**src/hw/ttx_pkg.sv**
```systemverilog
/*
 * Shared constants for the tone transceiver port: register selects, field
 * positions, reset values, host register map and timing counts.
 * Assumes both ends run from one 125 MHz clock.
 */
package ttx_pkg;
  // register selects on the 2-bit processor port
  localparam logic [1:0] TTX_SEL_TX_DIGIT = 2'h0;
  localparam logic [1:0] TTX_SEL_RX_DIGIT = 2'h1;
  localparam logic [1:0] TTX_SEL_CONTROL = 2'h2;
  localparam logic [1:0] TTX_SEL_STATUS = 2'h3;
  // function_control fields
  localparam int TTX_CTL_DUAL_TONE_TX_ON = 0;
  localparam int TTX_CTL_DETECTOR_ENABLE = 1;
  localparam int TTX_CTL_FAST_DETECT = 2;
  localparam int TTX_CTL_PROGRESS_TX_ON = 3;
  // detector_status fields
  localparam int TTX_ST_DETECT_EVENT = 0;
  localparam int TTX_ST_PROGRESS_SEEN = 1;
  localparam int TTX_ST_FAX_SEEN = 2;
  localparam int TTX_ST_RX_TONE_ABSENT = 3;
  localparam logic [3:0] TTX_NIBBLE_RESET = 4'h0;
  // host wishbone map, byte addresses
  localparam logic [7:0] TTX_HA_COMMAND = 8'h00;
  localparam logic [7:0] TTX_HA_STATUS = 8'h04;
  localparam logic [7:0] TTX_HA_POWER = 8'h08;
  localparam logic [7:0] TTX_HA_IRQ_STATUS = 8'h0C;
  localparam logic [7:0] TTX_HA_IRQ_CLEAR = 8'h10;
  localparam logic [7:0] TTX_HA_IRQ_ENABLE = 8'h14;
  // command word fields
  localparam int TTX_CMD_DATA_LSB = 0;
  localparam int TTX_CMD_SEL_LSB = 4;
  localparam int TTX_CMD_READ = 6;
  // host status word fields
  localparam int TTX_HS_BUSY = 0;
  localparam int TTX_HS_PIN = 1;
  localparam int TTX_HS_REFUSED = 2;
  localparam int TTX_HS_RDATA_LSB = 4;
  localparam int TTX_HS_SHADOW_LSB = 8;
  // interrupt bits
  localparam int TTX_IRQ_OP_DONE = 0;
  localparam int TTX_IRQ_DETECT = 1;
  localparam int TTX_IRQ_BITS = 2;
  // timing
  localparam int TTX_CLK_MHZ = 125;
  localparam int TTX_PD_HOLD_US = 200;
  localparam int TTX_PD_HOLD_CYC = TTX_PD_HOLD_US * TTX_CLK_MHZ;
  localparam int TTX_PD_CNT_W = 16;
endpackage

```
**src/hw/ttx_port_if.sv**
```systemverilog
/*
 * Processor port between host and transceiver device.
 * Assumes both ends share one clock; strobes are one-cycle pulses.
 */
`timescale 1ns/1ns
`default_nettype none
interface ttx_port_if;
  logic power_down_pin;
  logic [1:0] addr;
  logic [3:0] wdata;
  logic wr_stb;
  logic rd_stb;
  logic [3:0] rdata;
  logic rd_valid;
  modport dev (
    input power_down_pin,
    input addr,
    input wdata,
    input wr_stb,
    input rd_stb,
    output rdata,
    output rd_valid
  );
  modport host (
    output power_down_pin,
    output addr,
    output wdata,
    output wr_stb,
    output rd_stb,
    input rdata,
    input rd_valid
  );
endinterface
`default_nettype wire

```
**src/hw/ttx_host.sv**
```systemverilog
/*
 * Host end: classic wishbone slave that turns software commands into
 * processor-port accesses, sequences the power-down pin and raises an
 * interrupt on command completion and when a status read returns the detect flag.
 * Assumes the device shares clk and answers a read a cycle after rd_stb.
 */
// The implementer's own choice: register access over Wishbone.
`timescale 1ns/1ns
`default_nettype none
module ttx_host
  import ttx_pkg::*;
#(
  parameter int PD_HOLD_CYC = TTX_PD_HOLD_CYC
)(
  input wire logic clk,
  input wire logic rst,
  input wire logic wb_cyc_i,
  input wire logic wb_stb_i,
  input wire logic wb_we_i,
  input wire logic [7:0] wb_adr_i,
  input wire logic [3:0] wb_sel_i,
  input wire logic [31:0] wb_dat_i,
  output logic [31:0] wb_dat_o,
  output logic wb_ack_o,
  output logic irq,
  ttx_port_if.host port
);
  typedef enum logic [0:0] {TTX_IDLE, TTX_RD_WAIT} ttx_host_phase_t;

  typedef struct packed {
    ttx_host_phase_t phase;
    logic ack;
    logic [31:0] dat;
    logic pd_req;
    logic pd_pin;
    logic [TTX_PD_CNT_W-1:0] pd_cnt;
    logic refused;
    logic [3:0] rd_data;
    logic [3:0] ctl_shadow;
    logic [TTX_IRQ_BITS-1:0] irq_st;
    logic [TTX_IRQ_BITS-1:0] irq_en;
    logic irq;
    logic [1:0] addr;
    logic [3:0] wdata;
    logic wr_stb;
    logic rd_stb;
  } ttx_host_state_t;

  localparam ttx_host_state_t TTX_HOST_RESET = '{
    phase: TTX_IDLE,
    ack: 1'b0,
    dat: 32'h0000_0000,
    pd_req: 1'b1,
    pd_pin: 1'b1,
    pd_cnt: '0,
    refused: 1'b0,
    rd_data: TTX_NIBBLE_RESET,
    ctl_shadow: TTX_NIBBLE_RESET,
    irq_st: '0,
    irq_en: '0,
    irq: 1'b0,
    addr: TTX_SEL_TX_DIGIT,
    wdata: TTX_NIBBLE_RESET,
    wr_stb: 1'b0,
    rd_stb: 1'b0
  };

  localparam logic [TTX_PD_CNT_W-1:0] HOLD = TTX_PD_CNT_W'(PD_HOLD_CYC);

  ttx_host_state_t q;
  ttx_host_state_t d;
  logic bus_req;
  logic wr_lo;
  logic [TTX_IRQ_BITS-1:0] ev;
  logic [TTX_IRQ_BITS-1:0] clr;

  always_comb begin
    d = q;
    ev = '0;
    clr = '0;
    d.wr_stb = 1'b0;
    d.rd_stb = 1'b0;
    bus_req = wb_cyc_i & wb_stb_i & ~q.ack;
    wr_lo = bus_req & wb_we_i & wb_sel_i[0];
    d.ack = bus_req;
    // power-down hold: pin stays high until the hold count has elapsed
    if (q.pd_pin && q.pd_cnt != HOLD) begin
      d.pd_cnt = q.pd_cnt + 1'b1;
    end
    if (q.pd_pin && !q.pd_req && q.pd_cnt == HOLD) begin
      d.pd_pin = 1'b0;
    end
    if (wr_lo && wb_adr_i == TTX_HA_POWER) begin
      d.pd_req = wb_dat_i[0];
      if (wb_dat_i[0]) begin
        d.pd_pin = 1'b1;
        d.pd_cnt = '0;
      end
    end
    // commands are refused while the device is held in power-down
    if (wr_lo && wb_adr_i == TTX_HA_COMMAND && q.phase == TTX_IDLE) begin
      if (q.pd_pin) begin
        d.refused = 1'b1;
      end else begin
        d.refused = 1'b0;
        d.addr = wb_dat_i[TTX_CMD_SEL_LSB +: 2];
        d.wdata = wb_dat_i[TTX_CMD_DATA_LSB +: 4];
        if (wb_dat_i[TTX_CMD_READ]) begin
          d.rd_stb = 1'b1;
          d.phase = TTX_RD_WAIT;
        end else begin
          d.wr_stb = 1'b1;
          ev[TTX_IRQ_OP_DONE] = 1'b1;
          // full nibble goes out each time; shadow lets software rebuild it
          if (wb_dat_i[TTX_CMD_SEL_LSB +: 2] == TTX_SEL_CONTROL) begin
            d.ctl_shadow = wb_dat_i[TTX_CMD_DATA_LSB +: 4];
          end
        end
      end
    end
    if (q.phase == TTX_RD_WAIT && port.rd_valid) begin
      d.phase = TTX_IDLE;
      d.rd_data = port.rdata;
      ev[TTX_IRQ_OP_DONE] = 1'b1;
      // detect flag seen: software may now fetch the received digit
      if (q.addr == TTX_SEL_STATUS && port.rdata[TTX_ST_DETECT_EVENT]) begin
        ev[TTX_IRQ_DETECT] = 1'b1;
      end
    end
    if (wr_lo && wb_adr_i == TTX_HA_IRQ_ENABLE) begin
      d.irq_en = wb_dat_i[TTX_IRQ_BITS-1:0];
    end
    if (wr_lo && wb_adr_i == TTX_HA_IRQ_CLEAR) begin
      clr = wb_dat_i[TTX_IRQ_BITS-1:0];
    end
    // set wins over clear
    d.irq_st = (q.irq_st & ~clr) | ev;
    d.irq = |(d.irq_st & d.irq_en);
    d.dat = 32'h0000_0000;
    if (bus_req && !wb_we_i) begin
      unique case (wb_adr_i)
        TTX_HA_STATUS: begin
          d.dat[TTX_HS_BUSY] = q.phase != TTX_IDLE;
          d.dat[TTX_HS_PIN] = q.pd_pin;
          d.dat[TTX_HS_REFUSED] = q.refused;
          d.dat[TTX_HS_RDATA_LSB +: 4] = q.rd_data;
          d.dat[TTX_HS_SHADOW_LSB +: 4] = q.ctl_shadow;
        end
        TTX_HA_POWER: d.dat[0] = q.pd_req;
        TTX_HA_IRQ_STATUS: d.dat[TTX_IRQ_BITS-1:0] = q.irq_st;
        TTX_HA_IRQ_ENABLE: d.dat[TTX_IRQ_BITS-1:0] = q.irq_en;
        default: d.dat = 32'h0000_0000;
      endcase
    end
  end

  always_ff @(posedge clk) begin
    if (rst) begin
      q <= TTX_HOST_RESET;
    end else begin
      q <= d;
    end
  end

  assign wb_dat_o = q.dat;
  assign wb_ack_o = q.ack;
  assign irq = q.irq;
  assign port.power_down_pin = q.pd_pin;
  assign port.addr = q.addr;
  assign port.wdata = q.wdata;
  assign port.wr_stb = q.wr_stb;
  assign port.rd_stb = q.rd_stb;
endmodule
`default_nettype wire

```
**src/flat_wrapper.sv**
```systemverilog
// flat-port wrapper written by rule: the top's interface ports become plain ports
module ttx_host_flat import ttx_pkg::*;
#(
  parameter int PD_HOLD_CYC = TTX_PD_HOLD_CYC
)
  (clk, rst, wb_cyc_i, wb_stb_i, wb_we_i, wb_adr_i, wb_sel_i, wb_dat_i, wb_dat_o, wb_ack_o, irq, port_power_down_pin, port_addr, port_wdata, port_wr_stb, port_rd_stb, port_rdata, port_rd_valid);
  ttx_port_if port_i ();
  input wire logic clk;
  input wire logic rst;
  input wire logic wb_cyc_i;
  input wire logic wb_stb_i;
  input wire logic wb_we_i;
  input wire logic [7:0] wb_adr_i;
  input wire logic [3:0] wb_sel_i;
  input wire logic [31:0] wb_dat_i;
  output logic [31:0] wb_dat_o;
  output logic wb_ack_o;
  output logic irq;
  output wire logic [$bits(port_i.power_down_pin)-1:0] port_power_down_pin;
  output wire logic [$bits(port_i.addr)-1:0] port_addr;
  output wire logic [$bits(port_i.wdata)-1:0] port_wdata;
  output wire logic [$bits(port_i.wr_stb)-1:0] port_wr_stb;
  output wire logic [$bits(port_i.rd_stb)-1:0] port_rd_stb;
  input wire logic [$bits(port_i.rdata)-1:0] port_rdata;
  input wire logic [$bits(port_i.rd_valid)-1:0] port_rd_valid;
  assign port_power_down_pin = port_i.power_down_pin;
  assign port_addr = port_i.addr;
  assign port_wdata = port_i.wdata;
  assign port_wr_stb = port_i.wr_stb;
  assign port_rd_stb = port_i.rd_stb;
  assign port_i.rdata = port_rdata;
  assign port_i.rd_valid = port_rd_valid;
  ttx_host #(.PD_HOLD_CYC(PD_HOLD_CYC)) u_core (.clk(clk), .rst(rst), .wb_cyc_i(wb_cyc_i), .wb_stb_i(wb_stb_i), .wb_we_i(wb_we_i), .wb_adr_i(wb_adr_i), .wb_sel_i(wb_sel_i), .wb_dat_i(wb_dat_i), .wb_dat_o(wb_dat_o), .wb_ack_o(wb_ack_o), .irq(irq), .port(port_i));
endmodule
```
**config.mk**
```make
export PLATFORM = sky130hd
export DESIGN_NAME = ttx_host_flat
export DESIGN_NICKNAME = d
export VERILOG_FILES = /design/src/hw/ttx_pkg.sv /design/src/hw/ttx_port_if.sv /design/src/hw/ttx_host.sv /design/src/flat_wrapper.sv
export SDC_FILE = /design/constraint.sdc
export NUM_CORES = 1
export LEC_CHECK = 0
export BUFFER_PORTS_ARGS = -buffer_cell sky130_fd_sc_hd__buf_2
export CAP_MARGIN = 20
export CORE_ASPECT_RATIO = 0.8
export CORE_MARGIN = 2
export CORE_UTILIZATION = 52
export CTS_CLUSTER_SIZE = 20
export DETAILED_ROUTE_END_ITERATION = 8
export PLACE_DENSITY = 0.85
export SETUP_SLACK_MARGIN = 0.02
export SYNTH_ARGS = -nofsm -noshare
export SYNTH_HDL_FRONTEND = slang
export SYNTH_SLANG_ARGS = --single-unit
```
**constraint.sdc**
```tcl
create_clock -name clk -period 4.2 [get_ports clk]
set_clock_uncertainty 0.15 [all_clocks]
set_input_delay 0.63 -clock clk [delete_from_list [all_inputs] [get_ports clk]]
set_output_delay 0.63 -clock clk [all_outputs]
set_load 0.05 [all_outputs]
```
# [After elaboration in Yosys (flattened, before gate mapping)]
# Index checks and enable logic that the tools add are counted.
[totals] in_bits=54 regBits=74 output_inout_bits=43 wordCells=80
[op_classes] n_reduce_logical=22 n_eq_ne=9 n_bitwise=15 mux=15 addsub=1
[ops] cell="$mux W17" count=2
[ops] cell="$add A16 B1 Y16 const B" count=1
[ops] cell="$eq A16 B15 Y1 const B" count=1
[ops] cell="$eq A8 B4 Y1 const B" count=2
[ops] cell="$eq A8 B5 Y1 const B" count=2
[ops] cell="$mux W16" count=1
[ops] cell="$ne A16 B15 Y1 const B" count=1
[ops] cell="$logic_and A1 B1 Y1" count=11
[ops] cell="$eq A8 B3 Y1 const B" count=1
[ops] cell="$logic_not A8 Y1" count=1
[ops] cell="$mux W1" count=7
[ops] cell="$not A1 Y1" count=7
[ops] cell="$mux W2" count=3
[ops] cell="$reduce_or A2 Y1" count=3
[ops] cell="$reduce_or A3 Y1" count=2
[ops] cell="$and A1 B1 Y1" count=4
[ops] cell="$and A2 B2 Y2" count=2
[ops] cell="$eq A2 B2 Y1 const B" count=2
[ops] cell="$pmux W1 S4" count=1
[ops] cell="$reduce_and A4 Y1" count=1
[ops] cell="$pmux W1 S3" count=1
[ops] cell="$reduce_and A3 Y1" count=1
[ops] cell="$logic_not A1 Y1" count=2
[ops] cell="$not A2 Y2" count=1
[ops] cell="other kinds (2)" count=2

# [Longest topological paths before layout]
[logic_depth] word_depth=11 depth_mapped=7 mapped_depth_nobuf=7

# [Worst setup path before layout]
# OpenSTA, ideal clock, no wires.
[synth_timing] path_kind="input-to-reg" from="in wb_adr_i[5]" to="reg u_core.q (netlist bit u_core.irq)" n_path_buf=0 setup_time_ps=117 required_time_ps=3933 path_stages=5 t_arrival_ps=1957 slack_ps=1976 cell_sequence="or3_1 -> or4_4 -> mux2i_1 -> nor2_1 -> a22o_1"
[synth_via] elab_chain_cells=8 elab_cells_between_ends=16 classes_between="eq/ne (2); mux (4); bitwise (4); reduce/logical (6)"
[synth_rtl] item="from (decl)" line_no="flat_wrapper.sv:13" rtl="input wire logic [7:0] wb_adr_i;"
[synth_rtl] item="$eq A8 B5 Y1 or $logic_not A8 Y1 (tied branches)" line_no="ttx_host.sv:133, ttx_host.sv:101"
[synth_rtl] item="$logic_and A1 B1 Y1 (on tied branches)" line_no="ttx_host.sv:133, ttx_host.sv:101"
[synth_rtl] item="$mux W2 or $logic_and A1 B1 Y1 (tied branches)" line_no="ttx_host.sv:133, ttx_host.sv:101"
[synth_rtl] item="$not A2 Y2 or $mux W1 (tied branches)" line_no="ttx_host.sv:137, ttx_host.sv:101"
[synth_rtl] item="$and A2 B2 Y2 or $mux W2 (tied branches)" line_no="ttx_host.sv:137, ttx_host.sv:121"
[synth_rtl] item="$or A2 B2 Y2" line_no="ttx_host.sv:137" rtl="d.irq_st = (q.irq_st & ~clr) | ev;"
[synth_rtl] item="$and A2 B2 Y2 *" line_no="ttx_host.sv:138" rtl="d.irq = |(d.irq_st & d.irq_en);"
[synth_rtl] item="$reduce_or A2 Y1 *" line_no="ttx_host.sv:138"
[synth_rtl] item="to (signal assigned)" line_no="ttx_host.sv:159" rtl="q <= TTX_HOST_RESET;"
[synth_rtl] item="to (signal assigned)" line_no="ttx_host.sv:161" rtl="q <= d;"
[synth_rtl] item="to (decl)" line_no="ttx_host.sv:70" rtl="ttx_host_state_t q;"
# Mark *: on every way between the ends. The rest lies on a longest branch, timed or not.
# A chain may end at the register's enable or synchronous reset.

# [Final worst setup path]
[layout_timing] from="in wb_adr_i[4]" to="reg u_core.q[13] in the netlist's numbering"
[layout_via] elab_chain_cells=4
[layout_rtl] item="$logic_not A8 Y1" line_no="ttx_host.sv:101" rtl="if (wr_lo && wb_adr_i == TTX_HA_COMMAND && q.phase == TTX_IDLE) begin"
[layout_rtl] item="$logic_and A1 B1 Y1 (2 in a row)" line_no="ttx_host.sv:101"
[layout_rtl] item="$reduce_and A4 Y1 (no source line)"
# Every way passes these cells.

==> flow_summary.ini <==
[synthesis]
ys_types = 42
synth_common_cells = dfxtp_1 (53), buf_4 (38), nor2_1 (30)
synth_top_area_share = 0.434
synth-edff-count = 0
syn_area_per_cell_um2 = 8.93
synth.area.top_cells = dfxtp_1 (43%), buf_4 (12%), nor2_1 (4.6%)
ys_seq_elements = 53
synth_flop_cell = dfxtp_1
synth-async-reset-ratio = 0
synthCells = 274
syn_area_um2 = 2450
ys_seq_area_frac = 0.434
synth.most_common_cell = dfxtp_1
synth_top_area_cell = dfxtp_1
yosys_warnings = 0

[critical_path]
worst-endpoint-required_ns = 4.24
path_class = in -> reg
start_kind = primary input
critPathArrivalTime_ns = 2.43
crit_fanout = 12
r2r_cells = 5
crit_path_end_kind = flip-flop

[drt]
wire_per_inst_um = 12.0
drtIter0Drc = 81
ant_nets = 0
finalWirelength_mm = 4.36
vias = 1821
via_per_inst = 5.02
drc = 0
drt_first_pass_iters = 4

[power]
cellPowerDensity_nw_per_um2 = 335
power_w = 0.000873
vdd_drop_max_v = 0.000229
leakagePower_nw = 1.10

[clock_tree]
cts.path.max_buffers = 2
cts-hold-fix-buffers = 0
cts_sinks = 53
post_cts_buffers = 0
clk_pin_slew_worst_paths_ns = 0.10
h-tree-depth = 2
worstSkewPairLatency_ns = 0.31
cts-buffers-inserted = 5
root_buffer = clkbuf_8
cts_tree = yes
cts_resized = 0

[cells_and_area]
drive_gt1_frac = 0.195
n_antenna_cell = 0
final_util = 0.571
fillers = 419
nets = 359
multi_input_area_um2 = 1120
regArea_um2 = 1060
post-route-cell-area_um2 = 2610
area_delta_synth_final_pct = 6.54

[timing]
period_share = 0.570
tns_ns = 0
worstMarginPinSlew_ns = 0.676
finalHoldViolCount = 0
slew_viol_final = 0
timing.fmax_mhz = 418
setup_violations = 0
rsz0062_at_grt = no
max-slew-margin-rel = 0.545
post-route-min-period_ns = 2.39

[floorplan]
die_y_um = 65.4
io_pins = 97
core_um2 = 4570
row_count = 22
dieArea_um2 = 5270
start_util = 0.536
dieWidth_um = 80.7

[global_route]
track_usage = 0.183
grt_pass1_vias = 1671
grt_pass1_wl_mm = 7.49
grt_max_degree = 25
grt-ovfl-total = 0
antenna_found_initial = 0

[placement]
gp_congestion = 0.821
place_area_um2 = 2520
io_buffer_count = 47
hpwl_mm = 3.20

[status]
status = finished clean

[hold_path]
min_path_type = reg -> reg
worstHoldPathCells = 2

[flow_run]
max_cap_viol_count = 0
path summary, 6_finish.rpt:
path	start	end	slack (ns)
max reg2reg	u_core.port.power_down_pin	u_core.q[13]	2.29
min	u_core.q[15]	u_core.q[15]	0.30
max	wb_adr_i[4]	u_core.q[13]	1.81
min reg2reg	u_core.q[15]	u_core.q[15]	0.30
cell families (layout without fill, tap and decap cells):
| logic type | count (synthesis) | in the layout | synth area share |
|---|---|---|---|
| flops | 53 | 53 | 0.434 |
| buf+inv | 51 | 60 | 0.138 |
| xor+xnor | 14 | 14 | 0.0501 |
| other cells | 1 | 21 | 0.00153 |
| simple gates | 120 | 120 | 0.270 |
| mux | 10 | 10 | 0.0409 |
| fa+ha+maj | 2 | 2 | 0.0102 |
| compound gates | 23 | 23 | 0.0562 |
registers in the layout, indices dropped and copies added (netlist names):
name and count:
u_core.port.rd_stb 1, u_core.irq 1, u_core.port.addr 2, u_core.port.power_down_pin 1, u_core.wb_ack_o 1, u_core.q 31, u_core.wb_dat_o 11, u_core.port.wdata 4
u_core.port.wr_stb 1
routing by layer:
layer | vias to the layer above | share of wire | global-route usage
li1 | 923 | - | -
met1 | 820 | 0.46 | 0.244
met2 | 68 | 0.44 | 0.279
met3 | 10 | 0.075 | 0.0563
met4 | 0 | 0.020 | 0.0678
met5 | - | 0 | 0
worst max-delay path, stage by stage:
cell and delay (ns):
buf_2 0.13, nor4_1 0.61, and4_1 0.66, nand2_1 0.22, nand2_1 0.12, a21oi_1 0.06
final cells by class:
class / instances / area share
tap: 60 / 0.0288
multi-input combinational: 190 / 0.431
clock buffer: 5 / 0.0264
clock inverter: 2 / 0.00624
inverter: 5 / 0.00720
timing repair buffer: 48 / 0.0931
sequential: 53 / 0.407
power by group:
part            total, W  internal, W  switching, W
clock network   0.000280     0.000115      0.000165
registers       0.000507     0.000505    0.00000252
logic          0.0000853    0.0000182     0.0000671
total           0.000873     0.000638      0.000235
layout by cell type (no fill, tap or decap), drive strengths merged:
cell type  instances
or3                1
nand4              4
o21ai              2
nand2b             2
mux2i             10
ha                 2
a211o              1
a22o               1
nor2b              3
nor4bb             2
xnor2              5
and4bb             1
or4                2
clkinv             1
clkbuf             5
or2                1
and3               1
nand2             25
or3b               1
conb              21
a21o               1
inv                5
xor2               9
nand3             10
nor3b              3
and2              13
nor4               2
clkinvlp           1
and4               6
nand4b             1
a21oi             14
dfxtp             53
nor2              30
nor3               4
buf               48
nand3b             4
a41o               2
a31oi              2
nor4b              4
metrics by stage:
step / hold WS [ns] / instances / setup WS [ns]
2_1_floorplan: 0.277 / 294 / 1.98
3_3_place_gp: 0.286 / 356 / 1.51
3_5_place_dp: 0.289 / 356 / 1.51
4_1_cts: 0.306 / 363 / 1.85
5_1_grt: 0.329 / 363 / 1.61
6_report: 0.304 / 363 / 1.81
No activity file was read; power rests on OpenSTA's default activity.
